==> src/mpe_defines.vh <==
// Constants for the motor PWM output and emergency stop block
`ifndef MPE_DEFINES_VH
`define MPE_DEFINES_VH
`define MPE_ADDR_OUTCTRL 8'h00
`define MPE_ADDR_MODE 8'h04
`define MPE_ADDR_TBMODE 8'h08
`define MPE_ADDR_STATUS 8'h0C
`define MPE_ADDR_KEY 8'h10
`define MPE_ADDR_EMGCTRL 8'h14
`define MPE_ADDR_U_PHASE_COMPARE 8'h18
`define MPE_ADDR_V_PHASE_COMPARE 8'h1C
`define MPE_ADDR_W_PHASE_COMPARE 8'h20
`define MPE_OUT_LVL_LSB 0
`define MPE_OUT_PWM_LSB 8
`define MPE_MODE_SYNC_BIT 4
`define MPE_MODE_POLH_BIT 3
`define MPE_MODE_POLL_BIT 2
`define MPE_STAT_ACTIVE_BIT 0
`define MPE_STAT_LEVEL_BIT 1
`define MPE_CTL_EN_BIT 0
`define MPE_CTL_REL_BIT 1
`define MPE_CTL_MODE_LSB 3
`define MPE_CTL_TBEN_BIT 5
`define MPE_CTL_CNT_LSB 8
`define MPE_CTL_RESET 12'h0_039
`define MPE_KEY_FIRST 8'h5A
`define MPE_KEY_SECOND 8'hA5
`define MPE_EMG_NONE 2'b00
`define MPE_EMG_UPPER_ON 2'b01
`define MPE_EMG_LOWER_ON 2'b10
`define MPE_EMG_ALL_OFF 2'b11
`define MPE_RESP_OKAY 2'b00
`define MPE_RESP_SLVERR 2'b10
`endif

==> src/mpe_pwm_emg.v <==
// Six-line motor output mapping with emergency stop, AXI4-Lite registers
`include "mpe_defines.vh"

// Functional notes
// - Active low: level code sets fixed levels
// - Active high PWM mode: code selects PWM/low
// - Protection activates while emergency input low
// - Falling input disables outputs per stop mode, raises interrupt
// - Stop mode can float the output ports
// - Tool break disables outputs per port mode
// - Tool break can float the output ports
// - Status bit reads one while protection active
// - Release ignored while emergency input low
// - Enable clears only after correct key pair
// - Protection enabled and active after reset
// - Select bit picks fixed level or PWM
// - Stop mode chooses on/off and float pattern
// - Polarity bits per upper and lower group
module mpe_pwm_emg #(
  parameter PHASES = 3,
  parameter CMP_WIDTH = 16
) (
  input wire clock,
  input wire rst_b,
  input wire [7:0] s_axi_awaddr,
  input wire [2:0] s_axi_awprot,
  input wire s_axi_awvalid,
  output wire s_axi_awready,
  input wire [31:0] s_axi_wdata,
  input wire [3:0] s_axi_wstrb,
  input wire s_axi_wvalid,
  output wire s_axi_wready,
  output reg [1:0] s_axi_bresp,
  output reg s_axi_bvalid,
  input wire s_axi_bready,
  input wire [7:0] s_axi_araddr,
  input wire [2:0] s_axi_arprot,
  input wire s_axi_arvalid,
  output wire s_axi_arready,
  output reg [31:0] s_axi_rdata,
  output reg [1:0] s_axi_rresp,
  output reg s_axi_rvalid,
  input wire s_axi_rready,
  input wire [PHASES-1:0] phasePwm,
  input wire emergencyPin,
  input wire portFunctionSelect,
  input wire toolBreak,
  output reg [PHASES-1:0] upperOut,
  output reg [PHASES-1:0] lowerOut,
  output reg [PHASES-1:0] upperOe,
  output reg [PHASES-1:0] lowerOe,
  output reg emergencyInterrupt
);

  localparam KEY_IDLE = 2'd0;
  localparam KEY_FIRST = 2'd1;
  localparam KEY_ARMED = 2'd2;
  localparam [11:0] CTL_RESET = `MPE_CTL_RESET;

  reg [2*PHASES-1:0] levelCode;
  reg [PHASES-1:0] pwmSelect;
  reg polarityHigh;
  reg polarityLow;
  reg syncTimingMode;
  reg [1:0] toolBreakPortMode;
  reg emergencyEnable;
  reg [1:0] emergencyStopMode;
  reg toolBreakEnable;
  reg [3:0] filterCount;
  reg [CMP_WIDTH-1:0] compareReg [0:2];
  reg emergencyActive;
  reg [1:0] keyState;
  reg [2:0] pinSync;
  reg inputLevel;
  reg awHeld;
  reg wHeld;
  reg [7:0] awAddr;
  reg [31:0] wData;
  reg [3:0] wStrb;

  wire doWrite;
  wire [31:0] byteMask;
  wire [31:0] writeWord;
  wire levelRaw;
  wire inputFall;
  wire breakActive;
  reg [31:0] oldWord;
  reg addrHit;
  reg [31:0] readWord;
  reg readHit;
  reg [1:0] next_keyState;
  wire [PHASES-1:0] next_upper;
  wire [PHASES-1:0] next_lower;
  wire [PHASES-1:0] next_upperOe;
  wire [PHASES-1:0] next_lowerOe;
  integer i;

  // Register read-back, shared by the read channel and byte merging
  function [32:0] regRead;
    input [7:0] addr;
    begin
      regRead = 33'h0_0000_0000;
      case (addr)
        `MPE_ADDR_OUTCTRL: regRead = {1'b1, 21'd0, pwmSelect, 2'd0, levelCode};
        `MPE_ADDR_MODE: regRead = {1'b1, 27'd0, syncTimingMode, polarityHigh,
                                   polarityLow, 2'd0};
        `MPE_ADDR_TBMODE: regRead = {1'b1, 30'd0, toolBreakPortMode};
        `MPE_ADDR_STATUS: regRead = {1'b1, 30'd0, inputLevel, emergencyActive};
        `MPE_ADDR_KEY: regRead = {1'b1, 32'd0};
        `MPE_ADDR_EMGCTRL: regRead = {1'b1, 20'd0, filterCount, 2'd0, toolBreakEnable,
                                      emergencyStopMode, 2'd0, emergencyEnable};
        `MPE_ADDR_U_PHASE_COMPARE: regRead = {1'b1, {(32-CMP_WIDTH){1'b0}}, compareReg[0]};
        `MPE_ADDR_V_PHASE_COMPARE: regRead = {1'b1, {(32-CMP_WIDTH){1'b0}}, compareReg[1]};
        `MPE_ADDR_W_PHASE_COMPARE: regRead = {1'b1, {(32-CMP_WIDTH){1'b0}}, compareReg[2]};
        default: regRead = 33'h0_0000_0000;
      endcase
    end
  endfunction

  assign s_axi_awready = !awHeld && !s_axi_bvalid;
  assign s_axi_wready = !wHeld && !s_axi_bvalid;
  assign s_axi_arready = !s_axi_rvalid;
  assign doWrite = awHeld && wHeld && !s_axi_bvalid;
  assign byteMask = {{8{wStrb[3]}}, {8{wStrb[2]}}, {8{wStrb[1]}}, {8{wStrb[0]}}};
  assign writeWord = (oldWord & ~byteMask) | (wData & byteMask);

  always @* begin
    {addrHit, oldWord} = regRead(awAddr);
    {readHit, readWord} = regRead(s_axi_araddr);
  end

  // Write address and data may arrive in either order
  always @(posedge clock or negedge rst_b) begin
    if (!rst_b) begin
      awHeld <= 1'b0;
      wHeld <= 1'b0;
      awAddr <= 8'h00;
      wData <= 32'h0000_0000;
      wStrb <= 4'h0;
      s_axi_bvalid <= 1'b0;
      s_axi_bresp <= `MPE_RESP_OKAY;
    end else begin
      if (s_axi_awvalid && s_axi_awready) begin
        awHeld <= 1'b1;
        awAddr <= {s_axi_awaddr[7:2], 2'b00};
      end
      if (s_axi_wvalid && s_axi_wready) begin
        wHeld <= 1'b1;
        wData <= s_axi_wdata;
        wStrb <= s_axi_wstrb;
      end
      if (doWrite) begin
        awHeld <= 1'b0;
        wHeld <= 1'b0;
        s_axi_bvalid <= 1'b1;
        s_axi_bresp <= addrHit ? `MPE_RESP_OKAY : `MPE_RESP_SLVERR;
      end else if (s_axi_bvalid && s_axi_bready) begin
        s_axi_bvalid <= 1'b0;
      end
    end
  end

  always @(posedge clock or negedge rst_b) begin
    if (!rst_b) begin
      s_axi_rvalid <= 1'b0;
      s_axi_rdata <= 32'h0000_0000;
      s_axi_rresp <= `MPE_RESP_OKAY;
    end else if (s_axi_arvalid && s_axi_arready) begin
      s_axi_rvalid <= 1'b1;
      s_axi_rdata <= readWord;
      s_axi_rresp <= readHit ? `MPE_RESP_OKAY : `MPE_RESP_SLVERR;
    end else if (s_axi_rvalid && s_axi_rready) begin
      s_axi_rvalid <= 1'b0;
    end
  end

  // Pin passes three flops; a level counts once the last two agree
  always @(posedge clock or negedge rst_b) begin
    if (!rst_b) begin
      pinSync <= 3'b000;
      inputLevel <= 1'b0;
    end else begin
      pinSync <= {pinSync[1:0], emergencyPin};
      if (pinSync[1] == pinSync[2]) begin
        inputLevel <= pinSync[2] & portFunctionSelect;
      end
    end
  end

  // Pin left as a plain port reads low, so protection holds after reset
  assign levelRaw = inputLevel;
  assign inputFall = (pinSync[1] == pinSync[2]) && inputLevel
                     && !(pinSync[2] & portFunctionSelect);
  assign breakActive = toolBreak && toolBreakEnable;

  // Key sequence guarding the enable bit
  always @* begin
    next_keyState = keyState;
    if (doWrite) begin
      if (awAddr == `MPE_ADDR_KEY && wStrb[0]) begin
        if (keyState == KEY_IDLE && wData[7:0] == `MPE_KEY_FIRST) begin
          next_keyState = KEY_FIRST;
        end else if (keyState == KEY_FIRST && wData[7:0] == `MPE_KEY_SECOND) begin
          next_keyState = KEY_ARMED;
        end else begin
          next_keyState = KEY_IDLE;
        end
      end else begin
        next_keyState = KEY_IDLE;
      end
    end
  end

  always @(posedge clock or negedge rst_b) begin
    if (!rst_b) begin
      levelCode <= {2*PHASES{1'b0}};
      pwmSelect <= {PHASES{1'b0}};
      polarityHigh <= 1'b0;
      polarityLow <= 1'b0;
      syncTimingMode <= 1'b0;
      toolBreakPortMode <= 2'b00;
      emergencyEnable <= CTL_RESET[`MPE_CTL_EN_BIT];
      emergencyStopMode <= CTL_RESET[`MPE_CTL_MODE_LSB +: 2];
      toolBreakEnable <= CTL_RESET[`MPE_CTL_TBEN_BIT];
      filterCount <= CTL_RESET[`MPE_CTL_CNT_LSB +: 4];
      for (i = 0; i < 3; i = i + 1) begin
        compareReg[i] <= {CMP_WIDTH{1'b0}};
      end
      keyState <= KEY_IDLE;
    end else begin
      keyState <= next_keyState;
      if (doWrite) begin
        case (awAddr)
          `MPE_ADDR_OUTCTRL: begin
            levelCode <= writeWord[`MPE_OUT_LVL_LSB +: 2*PHASES];
            pwmSelect <= writeWord[`MPE_OUT_PWM_LSB +: PHASES];
          end
          `MPE_ADDR_MODE: begin
            syncTimingMode <= writeWord[`MPE_MODE_SYNC_BIT];
            polarityHigh <= writeWord[`MPE_MODE_POLH_BIT];
            polarityLow <= writeWord[`MPE_MODE_POLL_BIT];
          end
          `MPE_ADDR_TBMODE: toolBreakPortMode <= writeWord[1:0];
          `MPE_ADDR_EMGCTRL: begin
            // Clearing the enable needs the armed key pair
            if (writeWord[`MPE_CTL_EN_BIT] || keyState == KEY_ARMED) begin
              emergencyEnable <= writeWord[`MPE_CTL_EN_BIT];
            end
            emergencyStopMode <= writeWord[`MPE_CTL_MODE_LSB +: 2];
            toolBreakEnable <= writeWord[`MPE_CTL_TBEN_BIT];
            filterCount <= writeWord[`MPE_CTL_CNT_LSB +: 4];
          end
          `MPE_ADDR_U_PHASE_COMPARE: compareReg[0] <= writeWord[CMP_WIDTH-1:0];
          `MPE_ADDR_V_PHASE_COMPARE: compareReg[1] <= writeWord[CMP_WIDTH-1:0];
          `MPE_ADDR_W_PHASE_COMPARE: compareReg[2] <= writeWord[CMP_WIDTH-1:0];
          default: keyState <= next_keyState;
        endcase
      end
    end
  end

  // Protection state; a low input beats any release in the same cycle
  always @(posedge clock or negedge rst_b) begin
    if (!rst_b) begin
      emergencyActive <= 1'b1;
      emergencyInterrupt <= 1'b0;
    end else begin
      emergencyInterrupt <= inputFall && emergencyEnable;
      if (!emergencyEnable) begin
        emergencyActive <= 1'b0;
      end else if (!levelRaw || inputFall) begin
        // Set with the interrupt so the pins react on the very next edge
        emergencyActive <= 1'b1;
      end else if (doWrite && awAddr == `MPE_ADDR_EMGCTRL
                   && writeWord[`MPE_CTL_REL_BIT]) begin
        emergencyActive <= 1'b0;
      end
    end
  end

  // Per-phase mapping of level codes, select bits and polarity
  genvar g;
  generate
    for (g = 0; g < PHASES; g = g + 1) begin : gPhase
      wire [1:0] code = levelCode[2*g +: 2];
      wire upperOn = pwmSelect[g] ? (phasePwm[g] && code != 2'b01)
                                  : code[1];
      wire lowerOn = pwmSelect[g] ? (!phasePwm[g] && code != 2'b10)
                                  : code[0];
      reg upOn;
      reg loOn;
      reg upZ;
      reg loZ;
      always @* begin
        upOn = upperOn;
        loOn = lowerOn;
        upZ = 1'b0;
        loZ = 1'b0;
        if (emergencyActive) begin
          case (emergencyStopMode)
            `MPE_EMG_NONE: begin
              upZ = 1'b1;
              loZ = 1'b1;
            end
            `MPE_EMG_UPPER_ON: begin
              loOn = 1'b0;
              loZ = 1'b1;
            end
            `MPE_EMG_LOWER_ON: begin
              upOn = 1'b0;
              upZ = 1'b1;
            end
            default: begin
              upOn = 1'b0;
              loOn = 1'b0;
              upZ = 1'b1;
              loZ = 1'b1;
            end
          endcase
        end
        if (breakActive) begin
          if (toolBreakPortMode[0]) begin
            upOn = 1'b0;
            loOn = 1'b0;
          end
          if (toolBreakPortMode[1]) begin
            upZ = 1'b1;
            loZ = 1'b1;
          end
        end
      end
      assign next_upper[g] = polarityHigh ? upOn : !upOn;
      assign next_lower[g] = polarityLow ? loOn : !loOn;
      assign next_upperOe[g] = !upZ;
      assign next_lowerOe[g] = !loZ;
    end
  endgenerate

  // Registered pins; reset shows the active-low idle level with ports floated
  always @(posedge clock or negedge rst_b) begin
    if (!rst_b) begin
      upperOut <= {PHASES{1'b1}};
      lowerOut <= {PHASES{1'b1}};
      upperOe <= {PHASES{1'b0}};
      lowerOe <= {PHASES{1'b0}};
    end else begin
      upperOut <= next_upper;
      lowerOut <= next_lower;
      upperOe <= next_upperOe;
      lowerOe <= next_lowerOe;
    end
  end

endmodule // mpe_pwm_emg

==> config.mk <==
export PLATFORM = sky130hd
export DESIGN_NAME = mpe_pwm_emg
export DESIGN_NICKNAME = d
export VERILOG_FILES = /design/src/mpe_pwm_emg.v
export VERILOG_INCLUDE_DIRS = /design/src
export SDC_FILE = /design/constraint.sdc
export NUM_CORES = 1
export LEC_CHECK = 0
export ABC_AREA = 1
export BUFFER_PORTS_ARGS = -buffer_cell sky130_fd_sc_hd__clkbuf_2
export CAP_MARGIN = 20
export CORE_ASPECT_RATIO = 1.25
export CORE_MARGIN = 1
export CORE_UTILIZATION = 40
export DETAILED_ROUTE_END_ITERATION = 6
export GPL_TIMING_DRIVEN = 0
export PLACE_DENSITY_LB_ADDON = 0.3
export SYNTH_ARGS = -nofsm -noshare
export SYNTH_HDL_FRONTEND = slang
export SYNTH_SLANG_ARGS = --single-unit
==> constraint.sdc <==
create_clock -name clock -period 2.63 [get_ports clock]
set_input_delay 0.1315 -clock clock [delete_from_list [all_inputs] [get_ports clock]]
set_output_delay 0.1315 -clock clock [all_outputs]
set_load 0.02 [all_outputs]
==> run metrics, run 1 <==
DR iter-0 viols about 500; achievable frequency 494.8 MHz; worst-path fanout max 9; Avg Cell Area, Syn approximately 7.9 um2; most frequent cells in the layout 293 x nand2_1, 121 x dfrtp_1, 99 x inv_1; fin. max-slew vios 0; global routing met2 resource utilization 0.3847; Via-to-Cell Ratio approximately 5.0; P per Cell Area between 800 and 900 mW/mm2; Initial Utilization 0.4128; Leak slightly above 4 nW; slowest cell delay on critical path between 0.4 and 0.5 ns; crit path cell chain nor2_4 > nand2_1 > nor2_1 > nand2_1 > o211ai_1 > o21ai_1 > o21ai_2 > nand2_1 > nand2_1; endpoint class of the critical path flop; Finished Cell Area roughly 0.0084 mm2; sequential fraction of the synthesis area 0.4920; Placed Area approximately 0.0075 mm2; endpoints failing setup 0; die area approximately 0.017 mm2; r2r endpoint compareReg[37]$_DFFE_PN0P_; first-pass GRT wire length approximately 31000 um; worst hold-check path type in -> reg; Final period util 0.7684; Die Width around 120 um; Clk Latency, worst-skew pair around 0.43 ns; Worst R2R Start awAddr[7]$_DFFE_PN0P_; Worst setup SP type flop; pin count of the biggest net entering global routing 90; Hold Path Sink lowerOut[1]$_DFF_PN1_; ANT nets after route 0; Synth Instances ~860; GRT Total Usage 0.2385; top cell family by delay on the critical path simple AND/OR/NAND/NOR gates; most common cell after layout, fill and taps aside nand2_1; Setup crit start awAddr[7]$_DFFE_PN0P_; Hold Violations, Final 0; GRT met1 Usage 0.2977; wire per inst between 15 and 20 um; total power draw 0.006968 W; actual slew at the worst max-slew pin about 0.95 ns; core box area roughly 0.016 mm2; R2R setup slack ~0.61 ns; Synth Register Bits about 130; gr ovfl total 0; Required @ worst endpoint ~3 ns; setup TNS 0 ns; number of detailed-route iterations in the first pass 5; initial antenna violation count 0; GRT met3 Usage 0.05745; fraction of layout cells with a size suffix above 1 0.2012; status complete, no violations; clock sinks around 130; Area Overhead vs Synth 24.81%; Die Height about 150 um; TritonCTS clock tree done; CP most frequent cell nand2_1; worst path buffer plus inverter count 0; Crit Path Class reg -> reg; final wirelength slightly below 20000 um; Ports 125; hold path depth 3; H-tree levels 4; Slew HR 0.3666; GP Congestion 0.9156; total CTS buffers 17; detailed placement HPWL roughly 14000 um; peak supply drop around 0.54 mV; Netlist cell types 39; Yosys Warn Count 0; post-CTS setup buffers 0; Vias between 6000 and 7000; clk slew on worst S/H paths around 0.06 ns; worst clock skew between 0.006 and 0.007 ns; Resize count post-CTS 0; CTS max path bufs 2; CTS root buffer clkbuf_16; fin crit period 2.021 ns; hold path startpoint phasePwm[1]; DRC violations left 0; unrepaired setup endpoints after global routing false; Antenna Cells 0; crit path DAT between 2 and 2.5 ns; Synth Cell Area 0.006741 mm2; vias in the first global route 5895; Placement Rows between 50 and 60; worst-case reg-to-reg path depth 9; Crit-path slowest cell nor2_1; Nets around 1100; GR peak layer met2; Post-CTS Hold Fix Bufs 29; Max Cap Violations 0; IO buf count 80
[metrics by stage]
step / worst slack, ns / hold WS, ns / util / instances
2_1_floorplan: 0.8977 / -0.1641 / - / 872
3_3_place_gp: -0.7737 / 0.2409 / 0.4578 / 1168
3_5_place_dp: 0.7024 / 0.08229 / 0.4600 / 1169
4_1_cts: 0.6785 / 0.02285 / 0.5152 / 1230
5_1_grt: 0.4564 / 0.04282 / 0.5152 / 1230
6_report: 0.6091 / 0.02943 / 0.5152 / 1230
[routing by layer]
metal  vias up  wire, um
met5         -         0
li1       3000         -
met2       264      9165
met3        57      1482
met1      2843      8144
met4         0       739
[state kept, by name, indices dropped and copies added (netlist names), 2 cells and up]
register           cells
emergencyStopMode      2
awAddr                 6
wData                 16
keyState               2
upperOut               3
s_axi_rdata           16
pinSync                3
wStrb                  2
levelCode              6
compareReg            48
lowerOut               3
pwmSelect              3
filterCount            4
toolBreakPortMode      2
[cells in the mapped netlist, drive strengths merged]
cell / n / area share
a21oi: 26 / 0.019
o31ai: 2 / 0.0022
o32ai: 1 / 0.0013
conb: 1 / 0.00056
o211ai: 5 / 0.0056
mux2: 12 / 0.020
nand2: 301 / 0.17
nor2: 67 / 0.048
nor4: 1 / 0.00093
o21ai: 78 / 0.061
o22ai: 22 / 0.020
dfstp: 11 / 0.043
nor3: 10 / 0.0098
xnor2: 1 / 0.0013
a31oi: 12 / 0.011
o41ai: 1 / 0.0013
xor2: 6 / 0.0078
nand4: 8 / 0.0074
dfrtp: 121 / 0.45
clkbuf: 5 / 0.0028
buf: 38 / 0.040
a211oi: 4 / 0.0045
nand3: 19 / 0.015
inv: 103 / 0.058
[worst register-to-register path, stage by stage (launching register included)]
cell      delay (ns)
dfrtp_1         0.41
nor2_4          0.22
nand2_1         0.16
nor2_1          0.47
nand2_1         0.14
o211ai_1        0.13
o21ai_1         0.10
o21ai_2         0.16
nand2_1         0.10
nand2_1         0.07
[final cells by class]
type / count / area [um2]
Tap cell: 216 / 270.3
Fill cell: 1636 / 7916
Clock inverter: 10 / 127.6
Buffer: 43 / 285.3
Inverter: 103 / 389.1
Timing Repair Buffer: 110 / 726.9
Clock buffer: 22 / 484.2
Multi-Input combinational cell: 594 / 2814
Sequential cell: 132 / 3317
[how the worst max path moves through the flow]
stage                                  to  slack [ns]  depth (start not counted)
5_1_grt        compareReg[37]$_DFFE_PN0P_        0.46                          9
3_3_place_gp   compareReg[28]$_DFFE_PN0P_       -0.77                          1
3_5_place_dp   compareReg[37]$_DFFE_PN0P_        0.70                          9
2_1_floorplan       wData[11]$_DFFE_PN0P_        0.90                          4
4_1_cts        compareReg[37]$_DFFE_PN0P_        0.68                          9
6_report       compareReg[37]$_DFFE_PN0P_        0.61                          9
[power by group]
group	internal, W	switching, W	leakage [nW]
Combinational	0.000572	0.00116	2.14
Sequential	0.00248	0.000301	1.70
Clock	0.00158	0.000880	0.305
[logic make-up (layout without fill, tap and decap cells)]
group           count (synthesis)  in the layout  share of synthesized area
simple gates                  406            406                     0.2519
compound gates                151            151                     0.1264
buf+inv                       146            288                     0.1000
flops                         132            132                     0.4920
mux                            12             12                    0.02004
xor+xnor                        7              7                   0.009094
other cells                     1             18                  0.0005563
Power figures use the tool's default switching activity.
==> run 2: changes to the inputs <==
--- a/config.mk
+++ b/config.mk
@@ -6,7 +6,7 @@
 export SDC_FILE = /design/constraint.sdc
 export NUM_CORES = 1
 export LEC_CHECK = 0
-export ABC_AREA = 1
+export ABC_AREA = 0
 export BUFFER_PORTS_ARGS = -buffer_cell sky130_fd_sc_hd__clkbuf_2
 export CAP_MARGIN = 20
 export CORE_ASPECT_RATIO = 1.25
==> constraint.sdc (replaced) <==
create_clock -name clock -period 2 [get_ports clock]
set_input_delay 0.1 -clock clock [delete_from_list [all_inputs] [get_ports clock]]
set_output_delay 0.1 -clock clock [all_outputs]
set_load 0.02 [all_outputs]
==> run metrics, run 2 <==
status complete, no violations; gr ovfl total 0; P per Cell Area between 1000 and 1500 mW/mm2; Netlist cell types a little over 70; Synth Register Bits 132; Leak 4.041 nW; fin. max-slew vios 0; core box area ~0.017 mm2; Antenna Cells 0; Hold Violations, Final 0; Via-to-Cell Ratio 5.462; worst clock skew roughly 0.0067 ns; count leader, synth dfrtp_1; top-area cell type share of the netlist area 0.4423; GP Congestion just under 0.9; die area roughly 0.018 mm2; clk slew on worst S/H paths around 0.060 ns; number of synthesized flops with an enable pin 0; worst hold-check path type in -> reg; wire per inst approximately 18 um; fin crit period 1.956 ns; Die Width ~120 um; unrepaired setup endpoints after global routing true; Synth area leader dfrtp_1; WHS approximately 0.0087 ns; Synth Cell Area just under 0.007 mm2; Slew HR 0.2397; Initial Utilization 0.4081; endpoint class of the critical path flop; crit path DAT between 2 and 2.5 ns; sequential fraction of the synthesis area 0.4845; DRC violations left 0; Required @ worst endpoint between 2 and 2.5 ns; peak supply drop ~0.63 mV; pin count of the biggest net entering global routing 73; Avg Cell Area, Syn between 10 and 15 um2; number of detailed-route iterations in the first pass 6; Placed Area roughly 0.0076 mm2; final wirelength approximately 20000 um; actual slew at the worst max-slew pin ~1.1 ns; setup ws final approximately 0.044 ns; CTS root buffer clkbuf_16; fraction of layout cells with a size suffix above 1 0.3282; vias in the first global route approximately 5700; CTS max path bufs 2; main area contributors after synthesis dfrtp_1 44%, mux2_2 7.2%, nand2_1 5.6%; IO buf count 78; dominant synthesized flop cell dfrtp_1; Finished Cell Area ~0.0090 mm2; Clk Latency, worst-skew pair 0.43 ns; most frequent cells in the layout 117 x dfrtp_1, 100 x nand2_1, 80 x clkbuf_2; Worst setup SP type flop; Final period util 0.9781; Max Cap Violations 0; worst-path fanout max 9; total CTS buffers 17; biggest regs compareReg (48), s_axi_rdata (16), wData (16); Yosys Warn Count 0; worst slack at placement -0.3939 ns; achievable frequency around 500 MHz; TritonCTS clock tree done; Vias 5844; Ports 125; R2R setup slack approximately 0.044 ns; GRT Total Usage 0.2328; endpoints failing setup 0; ANT nets after route 0; Area Overhead vs Synth 31.09%; Nets 908; Placement Rows 53; Die Height around 150 um; clock sinks between 100 and 150; largest reg by FF count compareReg; H-tree levels 4; detailed placement HPWL roughly 14000 um; FILL cells ~1500; DR iter-0 viols roughly 500; Crit Path Class reg -> reg; first-pass GRT wire length 31460 um; Commonest cells post-synth 121 x dfrtp_1, 103 x nand2_1, 56 x o21ai_0, 44 x mux2_2, 29 x nor2_1; asr flop ratio synth 1.000; max FFs per register 48; most common cell after layout, fill and taps aside dfrtp_1; initial antenna violation count 0; Synth Instances about 670
[run 2: cell types whose count changed in the layout (fill, tap and decap cells not counted), moves of 9 or more]
cell	delta
mux2_2	+32
nor2_1	-28
nand2_1	-193
a21oi_1	-12
buf_4	+17
mux2i_1	+24
o22ai_1	-17
a22oi_1	+17
o21ai_0	-9
a2bb2oi_1	+9
inv_1	-90
[run 2: worst max-delay path, stage by stage (launching register included)]
cell	delay [ns]
dfrtp_1	0.32
clkbuf_4	0.24
or4b_1	0.52
nor3_2	0.22
a21o_1	0.14
o21ai_2	0.13
o31a_1	0.32
[run 2: power breakdown]
part	total (W)	leakage (nW)	internal [W]	switching, W
Sequential	0.00419	1.71	0.00342	0.000767
Combinational	0.00388	2.01	0.00169	0.00219
Clock	0.00348	0.330	0.00233	0.00115
Total	0.0116	4.04	0.00744	0.00411
[run 2: area by class of cell]
| cell class | count | area, um2 | share of cell area |
|---|---|---|---|
| multi-input cells | 491 | 3386 | 0.3772 |
| flip-flops and latches | 132 | 3322 | 0.3701 |
| repair buffers | 131 | 928.4 | 0.1034 |
| clock buffers | 22 | 484.2 | 0.05395 |
| plain buffers | 55 | 370.4 | 0.04127 |
| well taps | 220 | 275.3 | 0.03067 |
| clock inverters | 10 | 175.2 | 0.01952 |
| inverters | 9 | 33.78 | 0.003764 |
[run 2: path summary, 6_finish.rpt]
path	from	depth (start not counted)	endpoint
setup / recovery	awAddr[3]$_DFFE_PN0P_	6	emergencyActive$_DFFE_PN1P_
max in group asynchronous	rst_b	3	compareReg[7]$_DFFE_PN0P_
hold / removal	s_axi_araddr[3]	3	s_axi_rdata[0]$_DFFE_PN0P_
hold reg to reg	pinSync[0]$_DFF_PN0_	0	pinSync[1]$_DFF_PN0_
min in group asynchronous	rst_b	2	pinSync[0]$_DFF_PN0_
setup reg to reg	awAddr[3]$_DFFE_PN0P_	6	emergencyActive$_DFFE_PN1P_
[run 2: cell families (layout without fill, tap and decap cells)]
group                  Yosys count  in the layout  synth area share
XOR/XNOR                         7              7          0.008955
other                            1             18         0.0005477
buffers and inverters           66            227           0.05409
AO/OA/AOI/OAI                  170            170            0.1641
AND/OR/NAND/NOR                224            224            0.1705
flip-flops                     132            132            0.4845
multiplexers                    72             72            0.1173
[run 2: routing by layer]
metal  vias up  wire, um  GRT usage
met5         -         0          0
met3        40      1256    0.04486
li1       2742         -          -
met1      2812      8254     0.2996
met2       250      9484     0.3762
met4         0       569     0.1127
[run 2: stage by stage]
stage,TNS (ns),cells,utilization,power [W]
6_report,0,1070,0.5349,0.01155
4_1_cts,0,1066,0.5286,0.01138
3_3_place_gp,-180.81,987,0.4517,0.007354
2_1_floorplan,0,689,-,0.006303
5_1_grt,-0.1879,1070,0.5349,0.01213
3_5_place_dp,-15.03,988,0.4539,0.007427
[run 2: repair_timing]
| item | CTS | global route |
|---|---|---|
| pin swaps | 5 | 4 |
| gates resized for setup | 39 | 29 |
| endpoints found under the setup margin | 71 | 67 |
| setup buffers | 14 | 5 |
| endpoints found under the hold margin | 82 | 0 |
| hold buffers | 33 | 0 |
==> run 3: changes to the inputs <==
--- a/config.mk
+++ b/config.mk
@@ -9,11 +9,11 @@
 export ABC_AREA = 0
 export BUFFER_PORTS_ARGS = -buffer_cell sky130_fd_sc_hd__clkbuf_2
 export CAP_MARGIN = 20
-export CORE_ASPECT_RATIO = 1.25
 export CORE_MARGIN = 1
 export CORE_UTILIZATION = 40
 export DETAILED_ROUTE_END_ITERATION = 6
 export GPL_TIMING_DRIVEN = 0
+export HOLD_SLACK_MARGIN = 0.08
 export PLACE_DENSITY_LB_ADDON = 0.3
 export SYNTH_ARGS = -nofsm -noshare
 export SYNTH_HDL_FRONTEND = slang
==> run metrics, run 3 (synthesized netlist as in run 2, its figures left out) <==
fin crit period between 1.5 and 2 ns; Crit-path slowest cell dfrtp_2; M1 WL about 8800 um; fraction of layout cells with a size suffix above 1 0.3271; WHS approximately 0.11 ns; number of detailed-route iterations in the first pass 5; P per Cell Area 1276 mW/mm2; CTS max path bufs 2; Crit Path Class reg -> reg; slowest cell delay on critical path ~0.47 ns; TritonCTS clock tree done; Required @ worst endpoint ~2.3 ns; achievable frequency a little over 500 MHz; Antenna Cells 0; final wirelength 19280 um; worst clock skew just under 0.01 ns; Max Cap Violations 0; Placed Area ~0.0076 mm2; first-pass GRT wire length 30530 um; unrepaired setup endpoints after global routing true; Setup crit start awAddr[2]$_DFFE_PN0P_; setup ws final between 0.015 and 0.02 ns; wire per inst about 18 um; Die Width between 100 and 150 um; Clk Latency, worst-skew pair 0.42 ns; pin count of the biggest net entering global routing 75; core box area between 0.015 and 0.02 mm2; total CTS buffers 17; met3 wire length about 1500 um; FILL cells 1457; crit path cell chain buf_6 > nor2b_2 > clkbuf_4 > nand3_1 > nand3_1 > o31ai_4 > mux2i_1; detailed placement HPWL approximately 14000 um; Worst setup SP type flop; Via-to-Cell Ratio 5.451; most frequent cells in the layout 117 x dfrtp_1, 101 x nand2_1, 78 x clkbuf_2; Initial Utilization 0.4114; DRC violations left 0; actual slew at the worst max-slew pin between 1 and 1.5 ns; die area between 0.015 and 0.02 mm2; status complete, no violations; Area Overhead vs Synth 31.09%; GRT Total Usage 0.2279; H-tree levels 4; worst path buffer plus inverter count 2; gr ovfl total 0; Final period util 0.9916; endpoint class of the critical path flop; biggest regs compareReg (48), s_axi_rdata (16), wData (16); largest reg by FF count compareReg; Slew HR 0.2857; vias in the first global route about 5400; CP most frequent cell nand3_1; IO buf count just under 80; max FFs per register 48; top sig layer met4; Die Height around 130 um; DR iter-0 viols 471; clk slew on worst S/H paths around 0.06 ns; Ports 125; ANT nets after route 0; worst hold-check path type in -> reg; peak supply drop between 0.7 and 0.8 mV; area occupied by multi-input gates between 0.003 and 0.004 mm2; worst slack at placement -0.5327 ns; sequential cell area 0.003322 mm2; Nets 908; Finished Cell Area 0.008975 mm2; Worst R2R Start awAddr[2]$_DFFE_PN0P_; crit path DAT approximately 2.3 ns; met2 WL between 8000 and 9000 um; fin. max-slew vios 0; endpoints failing setup 0; Placement Rows between 40 and 50; clock sinks 132; most common cell after layout, fill and taps aside dfrtp_1; top cell family by delay on the critical path flip-flops; GP Congestion 0.8842; CTS root buffer clkbuf_16; Vias 5833; hold path startpoint s_axi_araddr[0]; initial antenna violation count 0; Leak a little over 4 nW; worst-path fanout max 10; Hold Violations, Final 0
## run 3: timing repair
item / CTS / global route
setup buffers: 11 / 6
endpoints found under the hold margin: 97 / 0
gates cloned: 0 / 0
gates resized for setup: 27 / 58
pin swaps: 5 / 13
hold buffers: 35 / 0
setup endpoints to repair: 71 / 68
## run 3: final cells by class
cell class	instances	share of cell area
Tap cell	220	0.03067
Multi-Input combinational cell	491	0.3798
Sequential cell	132	0.3701
Buffer	55	0.04280
Timing Repair Buffer	131	0.1030
Clock inverter	10	0.01701
Inverter	9	0.003764
Clock buffer	22	0.05284
## run 3: routing by layer
| metal | vias up | track usage |
|---|---|---|
| met2 | 262 | 0.3304 |
| met1 | 2779 | 0.3316 |
| met5 | - | 0 |
| met3 | 35 | 0.04674 |
| met4 | 0 | 0.08876 |
| li1 | 2757 | - |
## run 3: worst reg2reg max path, cell delays in order (launching register included)
cell	delay, ns
dfrtp_2	0.47
buf_6	0.19
nor2b_2	0.19
clkbuf_4	0.20
nand3_1	0.10
nand3_1	0.14
o31ai_4	0.42
mux2i_1	0.13
## run 3: path summary, 6_finish.rpt
path                                                          to  depth (start not counted)  slack [ns]
worst max-delay path            toolBreakPortMode[0]$_DFFE_PN0P_                          7        0.02
worst min-delay path                  s_axi_rdata[0]$_DFFE_PN0P_                          4        0.11
worst max register to register  toolBreakPortMode[0]$_DFFE_PN0P_                          7        0.02
worst min register to register              pinSync[1]$_DFF_PN0_                          0        0.34
max in group asynchronous       emergencyStopMode[1]$_DFFE_PN1P_                          3        1.05
min in group asynchronous                  awAddr[3]$_DFFE_PN0P_                          2        0.21
## run 3: metrics by stage
step                std cells  utilization  setup TNS [ns]  total power (W)
global placement          987       0.4554         -179.65         0.007402
detailed placement        988       0.4576          -15.76         0.007469
floorplan                 689            -               0         0.006303
finish                   1070       0.5393               0          0.01146
global route             1070       0.5393         -0.4585          0.01201
CTS                      1065       0.5268        -0.02861          0.01110
## run 3: report_power, final
group | switching (W) | internal [W] | total [W] | leakage [nW]
Combinational | 0.00223 | 0.00169 | 0.00392 | 2.01
Clock | 0.00115 | 0.00217 | 0.00332 | 0.310
Sequential | 0.000800 | 0.00342 | 0.00422 | 1.71
Total | 0.00417 | 0.00728 | 0.0115 | 4.02
